<file path="src/dsc_pkg.sv">
package dsc_pkg;

    ////////////////////////////////////////////////////////////////////////////////
    // serial frame layout: read flag, address, data, msb first
    localparam int unsigned FRAME_BITS = 24;
    localparam int unsigned CNT_W      = 5;
    localparam int unsigned ADDR_W     = 5;
    localparam int unsigned DATA_W     = 16;
    localparam int unsigned READ_BIT   = 23;
    localparam int unsigned ADDR_HI    = 20;
    localparam int unsigned ADDR_LO    = 16;
    localparam int unsigned DATA_HI    = 15;
    localparam int unsigned DATA_LO    = 0;

    localparam logic [CNT_W-1:0] CNT_FULL = 5'h18;
    localparam logic [CNT_W-1:0] CNT_OVER = 5'h19;

    ////////////////////////////////////////////////////////////////////////////////
    // register addresses inside the frame
    localparam logic [ADDR_W-1:0] ADDR_DAC_INPUT = 5'h01;
    localparam logic [ADDR_W-1:0] ADDR_CONFIG    = 5'h02;
    localparam logic [ADDR_W-1:0] ADDR_STATUS    = 5'h03;
    localparam logic [ADDR_W-1:0] ADDR_OUTPUT    = 5'h04;
    localparam logic [ADDR_W-1:0] ADDR_SW_RESET  = 5'h05;

    localparam logic [DATA_W-1:0] SW_RESET_KEY   = 16'h5a5a;

    ////////////////////////////////////////////////////////////////////////////////
    // general_config_one fields and reset values
    localparam int unsigned CFG_CLK_EN_BIT = 0;
    localparam int unsigned CFG_DIV_LO     = 1;
    localparam int unsigned CFG_DIV_HI     = 3;
    localparam int unsigned CFG_MODEM_BIT  = 4;
    localparam logic [DATA_W-1:0] CFG_RESET    = 16'h0000;
    localparam logic [DATA_W-1:0] CFG_MASK     = 16'h001f;
    localparam logic [DATA_W-1:0] CODE_RESET   = 16'h0000;

    localparam int unsigned STATUS_FRAME_ERR_BIT = 0;

    ////////////////////////////////////////////////////////////////////////////////
    // oscillator emulation: fractional accumulator gives the 10 MHz tick
    localparam int unsigned SYS_CLK_HZ  = 125_000_000;
    localparam int unsigned OSC_HZ      = 10_000_000;
    localparam int unsigned OSC_GCD_HZ  = 5_000_000;
    localparam int unsigned ACC_W       = 5;
    localparam logic [ACC_W-1:0] OSC_ACC_STEP = ACC_W'(OSC_HZ / OSC_GCD_HZ);
    localparam logic [ACC_W-1:0] OSC_ACC_MOD  = ACC_W'(SYS_CLK_HZ / OSC_GCD_HZ);
    localparam int unsigned PRE_W       = 8;

    typedef enum logic [0:0] {
        DSC_IDLE  = 1'b0,
        DSC_SHIFT = 1'b1
    } dsc_state_t;

endpackage

</file>
<file path="src/dsc_link_if.sv">
`timescale 1ns/1ps
interface dsc_link_if;
    import dsc_pkg::*;
    logic                  hold;
    logic [FRAME_BITS-1:0] rd_word;
    logic [FRAME_BITS-1:0] frame_word;
    logic                  frame_done;
    logic                  frame_ok;
    logic                  sdo;

    modport shifter (input hold, input rd_word,
                     output frame_word, output frame_done, output frame_ok, output sdo);
    modport core    (output hold, output rd_word,
                     input frame_word, input frame_done, input frame_ok, input sdo);
endinterface

</file>
<file path="src/dsc_shifter.sv">
`timescale 1ns/1ps
module dsc_shifter
    import dsc_pkg::*;
(
    input  wire logic       sys_clk,
    input  wire logic       resetn,
    input  wire logic       sclk,
    input  wire logic       sdi,
    input  wire logic       sync_n,
    dsc_link_if.shifter     link
);

    logic                  sclk_prev_reg;
    logic                  sclk_fall;
    logic                  sclk_rise;
    dsc_state_t            state_reg;
    logic [FRAME_BITS-1:0] in_reg;
    logic [FRAME_BITS-1:0] out_reg;
    logic [CNT_W-1:0]      cnt_reg;
    logic [FRAME_BITS-1:0] frame_word_reg;
    logic                  frame_done_reg;
    logic                  frame_ok_reg;
    logic                  sdo_reg;

    ////////////////////////////////////////////////////////////////////////////////
    // edge detection on the sampled shift clock
    always_ff @(posedge sys_clk or negedge resetn) begin
        if (!resetn) begin
            // matches the idle low level of the shift clock, so no false edge follows reset
            sclk_prev_reg <= 1'b0;
        end else begin
            sclk_prev_reg <= sclk;
        end
    end

    assign sclk_fall = sclk_prev_reg & ~sclk;
    assign sclk_rise = ~sclk_prev_reg & sclk;

    ////////////////////////////////////////////////////////////////////////////////
    // frame capture
    always_ff @(posedge sys_clk or negedge resetn) begin
        if (!resetn) begin
            state_reg      <= DSC_IDLE;
            in_reg         <= '0;
            cnt_reg        <= '0;
            frame_word_reg <= '0;
            frame_done_reg <= 1'b0;
            frame_ok_reg   <= 1'b0;
        end else if (link.hold) begin
            // shift clock activity is ignored while reset is requested
            state_reg      <= DSC_IDLE;
            in_reg         <= '0;
            cnt_reg        <= '0;
            frame_done_reg <= 1'b0;
            frame_ok_reg   <= 1'b0;
        end else begin
            frame_done_reg <= 1'b0;
            case (state_reg)
                DSC_IDLE: begin
                    if (!sync_n) begin
                        state_reg <= DSC_SHIFT;
                        cnt_reg   <= '0;
                    end
                end
                DSC_SHIFT: begin
                    if (sync_n) begin
                        state_reg      <= DSC_IDLE;
                        frame_done_reg <= 1'b1;
                        frame_ok_reg   <= (cnt_reg == CNT_FULL);
                        frame_word_reg <= in_reg;
                    end else if (sclk_fall) begin
                        // sdi is taken in the cycle the falling edge is seen
                        in_reg <= {in_reg[FRAME_BITS-2:0], sdi};
                        if (cnt_reg != CNT_OVER) begin
                            cnt_reg <= cnt_reg + 5'h01;
                        end
                    end
                end
                default: begin
                    state_reg <= DSC_IDLE;
                end
            endcase
        end
    end

    ////////////////////////////////////////////////////////////////////////////////
    // readback output: msb at frame start, next bit on each rising edge after the first, zeros after
    always_ff @(posedge sys_clk or negedge resetn) begin
        if (!resetn) begin
            out_reg <= '0;
            sdo_reg <= 1'b0;
        end else if (link.hold) begin
            out_reg <= '0;
            sdo_reg <= 1'b0;
        end else if (state_reg == DSC_IDLE && !sync_n) begin
            sdo_reg <= link.rd_word[FRAME_BITS-1];
            out_reg <= {link.rd_word[FRAME_BITS-2:0], 1'b0};
        end else if (state_reg == DSC_SHIFT && !sync_n && sclk_rise && cnt_reg != '0) begin
            sdo_reg <= out_reg[FRAME_BITS-1];
            out_reg <= {out_reg[FRAME_BITS-2:0], 1'b0};
        end else if (sync_n) begin
            // idle line sits low so a stale last bit is not taken for data
            out_reg <= '0;
            sdo_reg <= 1'b0;
        end
    end

    assign link.frame_word = frame_word_reg;
    assign link.frame_done = frame_done_reg;
    assign link.frame_ok   = frame_ok_reg;
    assign link.sdo        = sdo_reg;

endmodule

</file>
<file path="src/dsc_top.sv">
`timescale 1ns/1ps

// Function
// - serial input bits enter the input shift register on each shift clock falling edge.
// - in readback the serial register leaves on the data output one bit per shift clock.
// - a low level on the hardware reset input requests a reset.
// - while the load strobe is low the output code register takes the staged code.
// - the clock output is off after reset and, when enabled, is the divided oscillator.
// - the modem coupling input is disconnected after reset and connected only when enabled.
// - frame select is active low and data is accepted only while it is low.
// - the open-drain alarm pulls low on a detected fault and floats otherwise.
module dsc_top
    import dsc_pkg::*;
(
    input  wire logic                      sys_clk,
    input  wire logic                      resetn,
    input  wire logic                      sclk,
    input  wire logic                      sdi,
    input  wire logic                      sync_n,
    input  wire logic                      load_output_n,
    input  wire logic                      hw_reset_n,
    output logic                           sdo,
    output logic                           divided_clock_out,
    output logic                           modem_path_enable,
    output logic [dsc_pkg::DATA_W-1:0]     output_code,
    output logic                           alarm_o,
    output logic                           alarm_oe
);
    import dsc_pkg::*;

    dsc_link_if link ();

    logic [DATA_W-1:0]     staged_code_reg;
    logic [DATA_W-1:0]     output_code_reg;
    logic [DATA_W-1:0]     config_reg;
    logic                  fault_reg;
    logic                  sw_reset_reg;
    logic [FRAME_BITS-1:0] rd_word_reg;
    logic                  alarm_o_reg;
    logic [ACC_W-1:0]      osc_acc_reg;
    logic                  osc_tick_reg;
    logic [PRE_W-1:0]      prescale_reg;
    logic                  dclk_reg;
    logic                  rst_req;
    logic                  frame_write;
    logic                  frame_read;
    logic [ADDR_W-1:0]     frame_addr;
    logic [DATA_W-1:0]     frame_data;
    logic [DATA_W-1:0]     read_data;
    logic [2:0]            div_sel;

    ////////////////////////////////////////////////////////////////////////////////
    // serial shifter
    dsc_shifter u_shifter (
        .sys_clk (sys_clk),
        .resetn  (resetn),
        .sclk    (sclk),
        .sdi     (sdi),
        .sync_n  (sync_n),
        .link    (link.shifter)
    );

    // pin reset and the keyed software reset act alike
    assign rst_req   = ~hw_reset_n | sw_reset_reg;
    assign link.hold = rst_req;

    assign frame_addr  = link.frame_word[ADDR_HI:ADDR_LO];
    assign frame_data  = link.frame_word[DATA_HI:DATA_LO];
    assign frame_write = link.frame_done & link.frame_ok & ~link.frame_word[READ_BIT];
    assign frame_read  = link.frame_done & link.frame_ok &  link.frame_word[READ_BIT];

    always_comb begin
        read_data = '0;
        case (frame_addr)
            ADDR_DAC_INPUT: read_data = staged_code_reg;
            ADDR_CONFIG:    read_data = config_reg;
            ADDR_STATUS:    read_data = {{(DATA_W-1){1'b0}}, fault_reg};
            ADDR_OUTPUT:    read_data = output_code_reg;
            default:        read_data = '0;
        endcase
    end

    ////////////////////////////////////////////////////////////////////////////////
    // software reset: one cycle pulse, taken only with the right key
    always_ff @(posedge sys_clk or negedge resetn) begin
        if (!resetn) begin
            sw_reset_reg <= 1'b0;
        end else if (sw_reset_reg) begin
            sw_reset_reg <= 1'b0;
        end else begin
            sw_reset_reg <= frame_write && frame_addr == ADDR_SW_RESET
                            && frame_data == SW_RESET_KEY;
        end
    end

    ////////////////////////////////////////////////////////////////////////////////
    // control registers
    always_ff @(posedge sys_clk or negedge resetn) begin
        if (!resetn) begin
            staged_code_reg <= CODE_RESET;
            config_reg      <= CFG_RESET;
        end else if (rst_req) begin
            staged_code_reg <= CODE_RESET;
            config_reg      <= CFG_RESET;
        end else if (frame_write) begin
            if (frame_addr == ADDR_DAC_INPUT) begin
                staged_code_reg <= frame_data;
            end
            if (frame_addr == ADDR_CONFIG) begin
                config_reg <= frame_data & CFG_MASK;
            end
        end
    end

    // level sensitive load: the output tracks the staged code while the strobe is low
    always_ff @(posedge sys_clk or negedge resetn) begin
        if (!resetn) begin
            output_code_reg <= CODE_RESET;
        end else if (rst_req) begin
            output_code_reg <= CODE_RESET;
        end else if (!load_output_n) begin
            output_code_reg <= staged_code_reg;
        end
    end

    ////////////////////////////////////////////////////////////////////////////////
    // readback word presented during the frame after a read command, else zeros
    always_ff @(posedge sys_clk or negedge resetn) begin
        if (!resetn) begin
            rd_word_reg <= '0;
        end else if (rst_req) begin
            rd_word_reg <= '0;
        end else if (frame_read) begin
            rd_word_reg <= {3'h0, frame_addr, read_data};
        end else if (link.frame_done) begin
            rd_word_reg <= '0;
        end
    end

    assign link.rd_word = rd_word_reg;

    ////////////////////////////////////////////////////////////////////////////////
    // fault: a frame of wrong length; a status read clears it, a new error wins
    always_ff @(posedge sys_clk or negedge resetn) begin
        if (!resetn) begin
            fault_reg <= 1'b0;
        end else if (rst_req) begin
            fault_reg <= 1'b0;
        end else if (link.frame_done && !link.frame_ok) begin
            fault_reg <= 1'b1;
        end else if (frame_read && frame_addr == ADDR_STATUS) begin
            fault_reg <= 1'b0;
        end
    end

    // open drain: data is always low, the enable carries the fault
    always_ff @(posedge sys_clk or negedge resetn) begin
        if (!resetn) begin
            alarm_o_reg <= 1'b0;
        end else begin
            alarm_o_reg <= 1'b0;
        end
    end

    ////////////////////////////////////////////////////////////////////////////////
    // oscillator tick: 2/25 of sys_clk gives 10 MHz on average, with 12/13 cycle jitter
    always_ff @(posedge sys_clk or negedge resetn) begin
        if (!resetn) begin
            osc_acc_reg  <= '0;
            osc_tick_reg <= 1'b0;
        end else if (osc_acc_reg + OSC_ACC_STEP >= OSC_ACC_MOD) begin
            osc_acc_reg  <= osc_acc_reg + OSC_ACC_STEP - OSC_ACC_MOD;
            osc_tick_reg <= 1'b1;
        end else begin
            osc_acc_reg  <= osc_acc_reg + OSC_ACC_STEP;
            osc_tick_reg <= 1'b0;
        end
    end

    assign div_sel = config_reg[CFG_DIV_HI:CFG_DIV_LO];

    // divided clock: prescaler bit div_sel gives oscillator / 2^(div_sel+1)
    // limitation: changing div_sel while enabled can cut one phase short,
    // so software should disable the output before picking a new divider
    always_ff @(posedge sys_clk or negedge resetn) begin
        if (!resetn) begin
            prescale_reg <= '0;
            dclk_reg     <= 1'b0;
        end else if (!config_reg[CFG_CLK_EN_BIT]) begin
            prescale_reg <= '0;
            dclk_reg     <= 1'b0;
        end else begin
            if (osc_tick_reg) begin
                prescale_reg <= prescale_reg + 8'h01;
            end
            dclk_reg <= prescale_reg[div_sel];
        end
    end

    ////////////////////////////////////////////////////////////////////////////////
    // outputs
    assign sdo               = link.sdo;
    assign divided_clock_out = dclk_reg;
    assign modem_path_enable = config_reg[CFG_MODEM_BIT];
    assign output_code       = output_code_reg;
    assign alarm_o           = alarm_o_reg;
    assign alarm_oe          = fault_reg;

endmodule

</file>
<file path="config.mk">
export PLATFORM = sky130hd
export DESIGN_NAME = dsc_top
export DESIGN_NICKNAME = d
export VERILOG_FILES = /design/src/dsc_pkg.sv /design/src/dsc_link_if.sv /design/src/dsc_shifter.sv /design/src/dsc_top.sv
export SDC_FILE = /design/constraint.sdc
export NUM_CORES = 1
export LEC_CHECK = 0
export ABC_AREA = 1
export BUFFER_PORTS_ARGS = -buffer_cell sky130_fd_sc_hd__clkbuf_2
export CORE_MARGIN = 4
export CORE_UTILIZATION = 60
export CTS_CLUSTER_SIZE = 28
export DETAILED_ROUTE_END_ITERATION = 8
export MAX_ROUTING_LAYER = met4
export PLACE_DENSITY = 0.75
export SLEW_MARGIN = 10
export SYNTH_ARGS = -nofsm -noshare
export SYNTH_HDL_FRONTEND = slang
export SYNTH_SLANG_ARGS = --single-unit
</file>
<file path="constraint.sdc">
create_clock -name sys_clk -period 4.2 [get_ports sys_clk]
set_input_delay 0.42 -clock sys_clk [delete_from_list [all_inputs] [get_ports sys_clk]]
set_output_delay 0.42 -clock sys_clk [all_outputs]
set_load 0.01 [all_outputs]
</file>
==> results of run 1 <==
[metal layers]
metal | vias to the layer above | routed length [µm] | share of wire | track usage
met2 | 169 | 7322 | 0.48 | 0.3852
met5 | - | 0 | 0 | -
met1 | 2764 | 7023 | 0.46 | 0.3372
met4 | 0 | 131 | 0.0086 | 0.06265
met3 | 11 | 820 | 0.054 | 0.06425
li1 | 2786 | - | - | -
[power by group through the flow]
stage	clock network, mW	registers [mW]	logic, mW
final	1.50	1.51	0.131
after global routing	1.58	1.51	0.148
after CTS	1.52	1.51	0.132
after detailed placement	0	1.53	0.131
after global placement	0	1.53	0.127
after floorplan	0	1.53	0.0783
[worst paths after layout]
kind                                                   from                                        to  slack [ns]  cells after the start
max                        u_shifter.cnt_reg[0]$_DFFE_PN0P_            u_shifter.link.sdo$_DFFE_PN0P_        1.64                      6
min                                                  resetn          u_shifter.out_reg[9]$_DFFE_PN0P_        0.09                      1
max reg2reg                u_shifter.cnt_reg[0]$_DFFE_PN0P_            u_shifter.link.sdo$_DFFE_PN0P_        1.64                      6
min reg2reg                 u_shifter.in_reg[4]$_DFFE_PN0P_  u_shifter.link.frame_word[4]$_DFFE_PN0P_        0.48                      2
max in group asynchronous                            resetn                 config_reg[0]$_DFFE_PN0P_        3.19                      2
min in group sys_clk                                   sclk         u_shifter.sclk_prev_reg$_DFF_PN0_        0.12                      1
[cells in the mapped netlist (2+ instances only)]
cell type	number	area, µm²
a21oi_1	8	40.04
a22oi_1	3	22.52
buf_2	20	100.1
buf_4	5	37.54
clkbuf_1	7	26.28
dfrtp_1	154	3854
ha_1	8	100.1
inv_1	97	364.1
inv_2	8	30.03
nand2_1	264	991.0
nand2_2	3	18.77
nand3_1	92	460.4
nand3_2	2	20.02
nand4_1	11	68.82
nor2_1	32	120.1
nor2_2	4	25.02
nor2_4	6	67.56
nor3_1	4	20.02
nor4_1	2	12.51
o21ai_0	74	370.4
o21ai_1	9	45.04
o22ai_1	20	125.1
o31ai_1	6	45.04
xnor2_1	2	17.52
xor2_1	2	17.52
[metrics by stage]
step | hold WS (ns) | instances | setup slack (ns)
after global routing | 0.1012 | 1027 | 1.430
after CTS | 0.1039 | 1027 | 1.669
after floorplan | 0.1244 | 852 | 2.831
after global placement | 0.4644 | 995 | 1.840
after detailed placement | 0.4688 | 995 | 1.746
final | 0.08854 | 1027 | 1.639
[worst max-delay path, cell delays in order (launching register included)]
cell	delay (ns)
dfrtp_1	0.43
inv_1	0.09
ha_1	0.22
nand3_1	0.58
nand2_1	0.70
nand3_1	0.25
o21ai_0	0.12
[final cells by class]
cell class	count	area share
clock buffer	22	0.05913
clock inverter	10	0.01482
inverter	106	0.05069
multi-input combinational	559	0.3376
sequential	154	0.4909
tap	143	0.02279
timing repair buffer	33	0.02407
[kinds of logic (layout without fill, tap and decap cells)]
logic type      after synthesis  after routing
simple gates                422            422
xor+xnor                      4              4
other cells                   1              1
flops                       154            154
buf+inv                     139            171
fa+ha+maj                     8              8
compound gates              124            124
==> results_dict.tcl, run 1 <==
set metrics [dict create \
    num-nets-final 886 \
    leakage_nw 3.886 \
    synth_fa_ha_area_frac 0.01416 \
    synth_edf_count 0 \
    cts-resized-gates 0 \
    hold_violations 0 \
    async_flop_share 1.000 \
    max-vdd-ir-drop_uv 477.9 \
    track_usage 0.2508 \
    start_kind "flop" \
    tightest_slew_ns 0.9598 \
    finClkSkew_ns 0.01103 \
    max-slew-margin-rel 0.3595 \
    post_route_cells_drive_above_1_share 0.09955 \
    fmax_ghz 0.3905 \
    row_count 39 \
    cts_tree "yes" \
    placed_cell_area_mm2 0.007269 \
    setup_viol 0 \
    antenna_found_initial 0 \
    finalCoreUtilization 0.6846 \
    status "finished clean" \
    syn_inst 852 \
    overflow 0 \
    io_buffers 26 \
    synth_seq_cells 154 \
    synthToLayoutAreaGrowth_pct 11.08 \
    clkTransAtPathRegs_ns 0.06 \
    ctsHoldBuffers 0 \
    combPwrFrac 0.042 \
    finalMaxSlewViolations 0 \
    fp.dieArea_mm2 0.01358 \
    ys_seq_area_frac 0.5453 \
    p_switching_mw 0.7115 \
    period_minus_slack_ns 2.561 \
    p_clk_frac 0.478 \
    yosys_warnings 0 \
    syn_area_mm2 0.007067 \
    synth_mux_area_frac 0 \
    routed_wl_um 15300 \
    synth_xor_xnor_area_share 0.004958 \
    seq_area_mm2 0.003854 \
    first_global_vias 5377 \
    synth_simple_gate_area_frac 0.2578 \
    post_cts_buffers 0 \
    p_per_area_mw_per_mm2 399.7 \
    drv_cap 0 \
    synth_cell_types 34 \
    final_common_cell "nand2_1" \
    syn-num-nets 867 \
    drc 0 \
    largest_reg_flops 24 \
    dp_hpwl_um 10660 \
    end_kind "flop" \
    clock-sinks 154 \
    grt_pass1_wl_um 25990 \
    core_area_mm2 0.01147 \
    worst-setup-path-type "reg -> reg" \
    synth_compound_area_frac 0.09720 \
    synth-main-ff-cell "dfrtp_1" \
    via_count 5730 \
    worstPathArrival_ns 2.82 \
    fin_setup_tns_ns 0 \
    avgSynthCellArea_um2 8.294 \
    total_power_mw 3.138 \
    drtIter0Drc 559 \
    fillCellCount 885 \
    required_ns 4.46 \
    final_cell_mix "nand2_1, dfrtp_1, inv_1, nand3_1, o21ai_0" \
    gp_congestion 0.8325 \
    root_buffer "clkbuf_16" \
    drt_pre_antenna_iters 5 \
    numCtsBuffers 17 \
    hp-class "in -> async" \
    drt.antenna.violating_nets 0 \
    period_share 0.6098 \
    worst_skew_pair.late_latency_ns 0.43 \
    viasPerCell 5.579 \
    synth_top_family_by_area "simple AND/OR/NAND/NOR gates" \
    seqPwrFrac 0.480 \
    ios 28 \
    fin_area_mm2 0.007850 \
    die_w_um 116.5 \
    wl_per_cell_um 14.89 \
    clock_path_buffers 2 \
    diodes 0 \
    htree_levels 4 \
    grt_max_degree 95 \
    die_h_um 116.5 \
    p_int_mw 2.427 \
    sw_frac_of_total 0.2267 \
    start_util 0.6163 \
    worst-path-max-fanout 27 \
    grt_setup_unrepaired "false" \
    multi_input_comb_area_mm2 0.002650 \
]
Note: power is estimated with default switching activity, not from simulation.
==> inputs of run 2 (changes only) <==
- clock period: 4.2 -> 2.66 ns (I/O delays scaled with it)
==> run 2 against run 1 <==
Against the previous run:
- count of clock-buffer cells in the layout stayed put
- global-route usage is 1.1 points higher
- die area stayed put
- critical path depth stayed put
- core utilization is 0.95 points higher
- hold slack worse by 0.028 ns
- combinational power is 69% higher
- sequential share of layout area is 0.67 points lower
- final area is 1.4% higher
- non-clock buffer count is 9 higher
- sequential cell count stayed put
- setup slack worse by 0.95 ns
- critical endpoint is now u_shifter.out_reg[23]$_DFFE_PN0P_
- highest routed layer unchanged
==> results_dict.tcl, run 2 (same netlist as run 1, synthesis figures left out) <==
set metrics [dict create \
    row_count 39 \
    fin_setup_tns_ns 0 \
    leakage_nw 3.951 \
    post_route_cells_drive_above_1_share 0.1055 \
    finClkSkew_ns 0.005090 \
    whs_path_depth 2 \
    p_switching_mw 1.107 \
    clock-sinks 154 \
    drt_pre_antenna_iters 6 \
    p_int_mw 4.036 \
    start_kind "flop" \
    finalCoreUtilization 0.6941 \
    r2r_cells 6 \
    drt.antenna.violating_nets 0 \
    cts_tree "yes" \
    dp_hpwl_um 11100 \
    clkTransAtPathRegs_ns 0.06 \
    num-nets-final 895 \
    gp_congestion 0.8988 \
    hold_violations 0 \
    drtIter0Drc 620 \
    grt-busiest-layer "met2" \
    viasPerCell 5.568 \
    io_buffers 26 \
    period_share 0.7423 \
    die_h_um 116.5 \
    regToRegSetupSlack_ns 0.69 \
    setup_viol 0 \
    fp.dieArea_mm2 0.01358 \
    r2r-start "sw_reset_reg$_DFF_PN0_" \
    final_common_cell "nand2_1" \
    grt_use_met1 0.3592 \
    clock_path_buffers 2 \
    dp.cells 1002 \
    grt_setup_unrepaired "false" \
    p_clk_frac 0.494 \
    htree_levels 4 \
    required_ns 2.99 \
    hold_ws_ns 0.06093 \
    worst_skew_pair.late_latency_ns 0.42 \
    overflow 0 \
    core_area_mm2 0.01147 \
    fmax_ghz 0.5065 \
    largest_reg_flops 24 \
    grt_pass1_wl_um 27140 \
    finalMaxSlewViolations 0 \
    final_cell_mix "nand2_1, dfrtp_1, inv_1, nand3_1, o21ai_0" \
    routed_wl_um 15910 \
    holdPathEnd "u_shifter.state_reg$_DFF_PN0_" \
    fin_cells 1034 \
    hp-start "sync_n" \
    hp-class "in -> reg" \
    sw_frac_of_total 0.2152 \
    wl_per_cell_um 15.39 \
    seqPwrFrac 0.463 \
    drv_cap 0 \
    cts-resized-gates 0 \
    total_power_mw 5.143 \
    via_count 5757 \
    combPwrFrac 0.043 \
    grt_max_degree 69 \
    worst-path-max-fanout 29 \
    diodes 0 \
    synthToLayoutAreaGrowth_pct 12.62 \
    start_util 0.6163 \
    status "finished clean" \
    worstPathArrival_ns 2.30 \
    die_w_um 116.5 \
    root_buffer "clkbuf_16" \
    end_kind "flop" \
    first_global_vias 5668 \
    ios 28 \
    max-vdd-ir-drop_uv 863.0 \
    numCtsBuffers 17 \
    antenna_found_initial 0 \
    period_minus_slack_ns 1.974 \
    tightest_slew_ns 0.8306 \
    use_met2 0.3879 \
    met3_usage 0.06062 \
    max-slew-margin-rel 0.4449 \
    p_per_area_mw_per_mm2 646.2 \
    reg2reg_to "u_shifter.out_reg[23]$_DFFE_PN0P_" \
    track_usage 0.2622 \
    drc 0 \
    worst-setup-path-type "reg -> reg" \
]
-- run 2: changes by cell type in the layout (fill, tap and decap cells not counted) --
cell and delta:
clkbuf_1 -1, clkinv_4 -1, inv_6 -2, buf_4 +7
dlygate4sd3_1 +2, bufinv_16 +2, clkbuf_8 +1, clkinvlp_4 -1
-- run 2: power groups by stage --
stage               Clock, mW  Combinational, mW  Sequential (mW)
floorplan                   0              0.124             2.42
global placement            0              0.212             2.42
detailed placement          0              0.220             2.42
CTS                      2.56              0.224             2.38
global route             2.66              0.249             2.38
finish                   2.54              0.222             2.38
-- run 2: metrics by stage --
step	instance area, µm²	setup slack (ns)
after floorplan	7067	1.291
after global placement	7322	0.7790
after detailed placement	7322	0.7009
after CTS	7959	0.6894
after global routing	7959	0.4759
final	7959	0.6856
-- run 2: critical path, stage by stage (launching register included) --
cell and delay (ns):
dfrtp_1 0.36, inv_1 0.07, nand2_1 0.33, inv_2 0.47, buf_4 0.39, nand2_1 0.09
o21ai_0 0.16
-- run 2: final cells by class --
type	instances	area, µm²
sequential	154	3854
fill	906	3508
multi-input combinational	559	2650
clock buffer	22	474.2
inverter	106	397.9
timing repair buffer	42	261.5
tap	143	178.9
clock inverter	8	142.6
-- run 2: how the worst max path moves through the flow --
stage | endpoint | from
finish | u_shifter.out_reg[23]$_DFFE_PN0P_ | sw_reset_reg$_DFF_PN0_
global placement | u_shifter.link.frame_word[6]$_DFFE_PN0P_ | sw_reset_reg$_DFF_PN0_
global route | u_shifter.link.frame_word[6]$_DFFE_PN0P_ | sw_reset_reg$_DFF_PN0_
CTS | u_shifter.out_reg[23]$_DFFE_PN0P_ | sw_reset_reg$_DFF_PN0_
detailed placement | output_code[11]$_DFFE_PN0P_ | sw_reset_reg$_DFF_PN0_
floorplan | osc_acc_reg[2]$_DFF_PN0_ | osc_acc_reg[1]$_DFF_PN0_
-- run 2: routing by layer --
metal,part of all wire,routed length [µm]
met1,0.46,7368
met2,0.47,7495
met3,0.048,758
met4,0.018,291
met5,0,0
-- run 2: what timing repair did --
action,in CTS,in global routing
hold buffers,2,0
endpoints found under the hold margin,65,0
buffers inserted,0,0
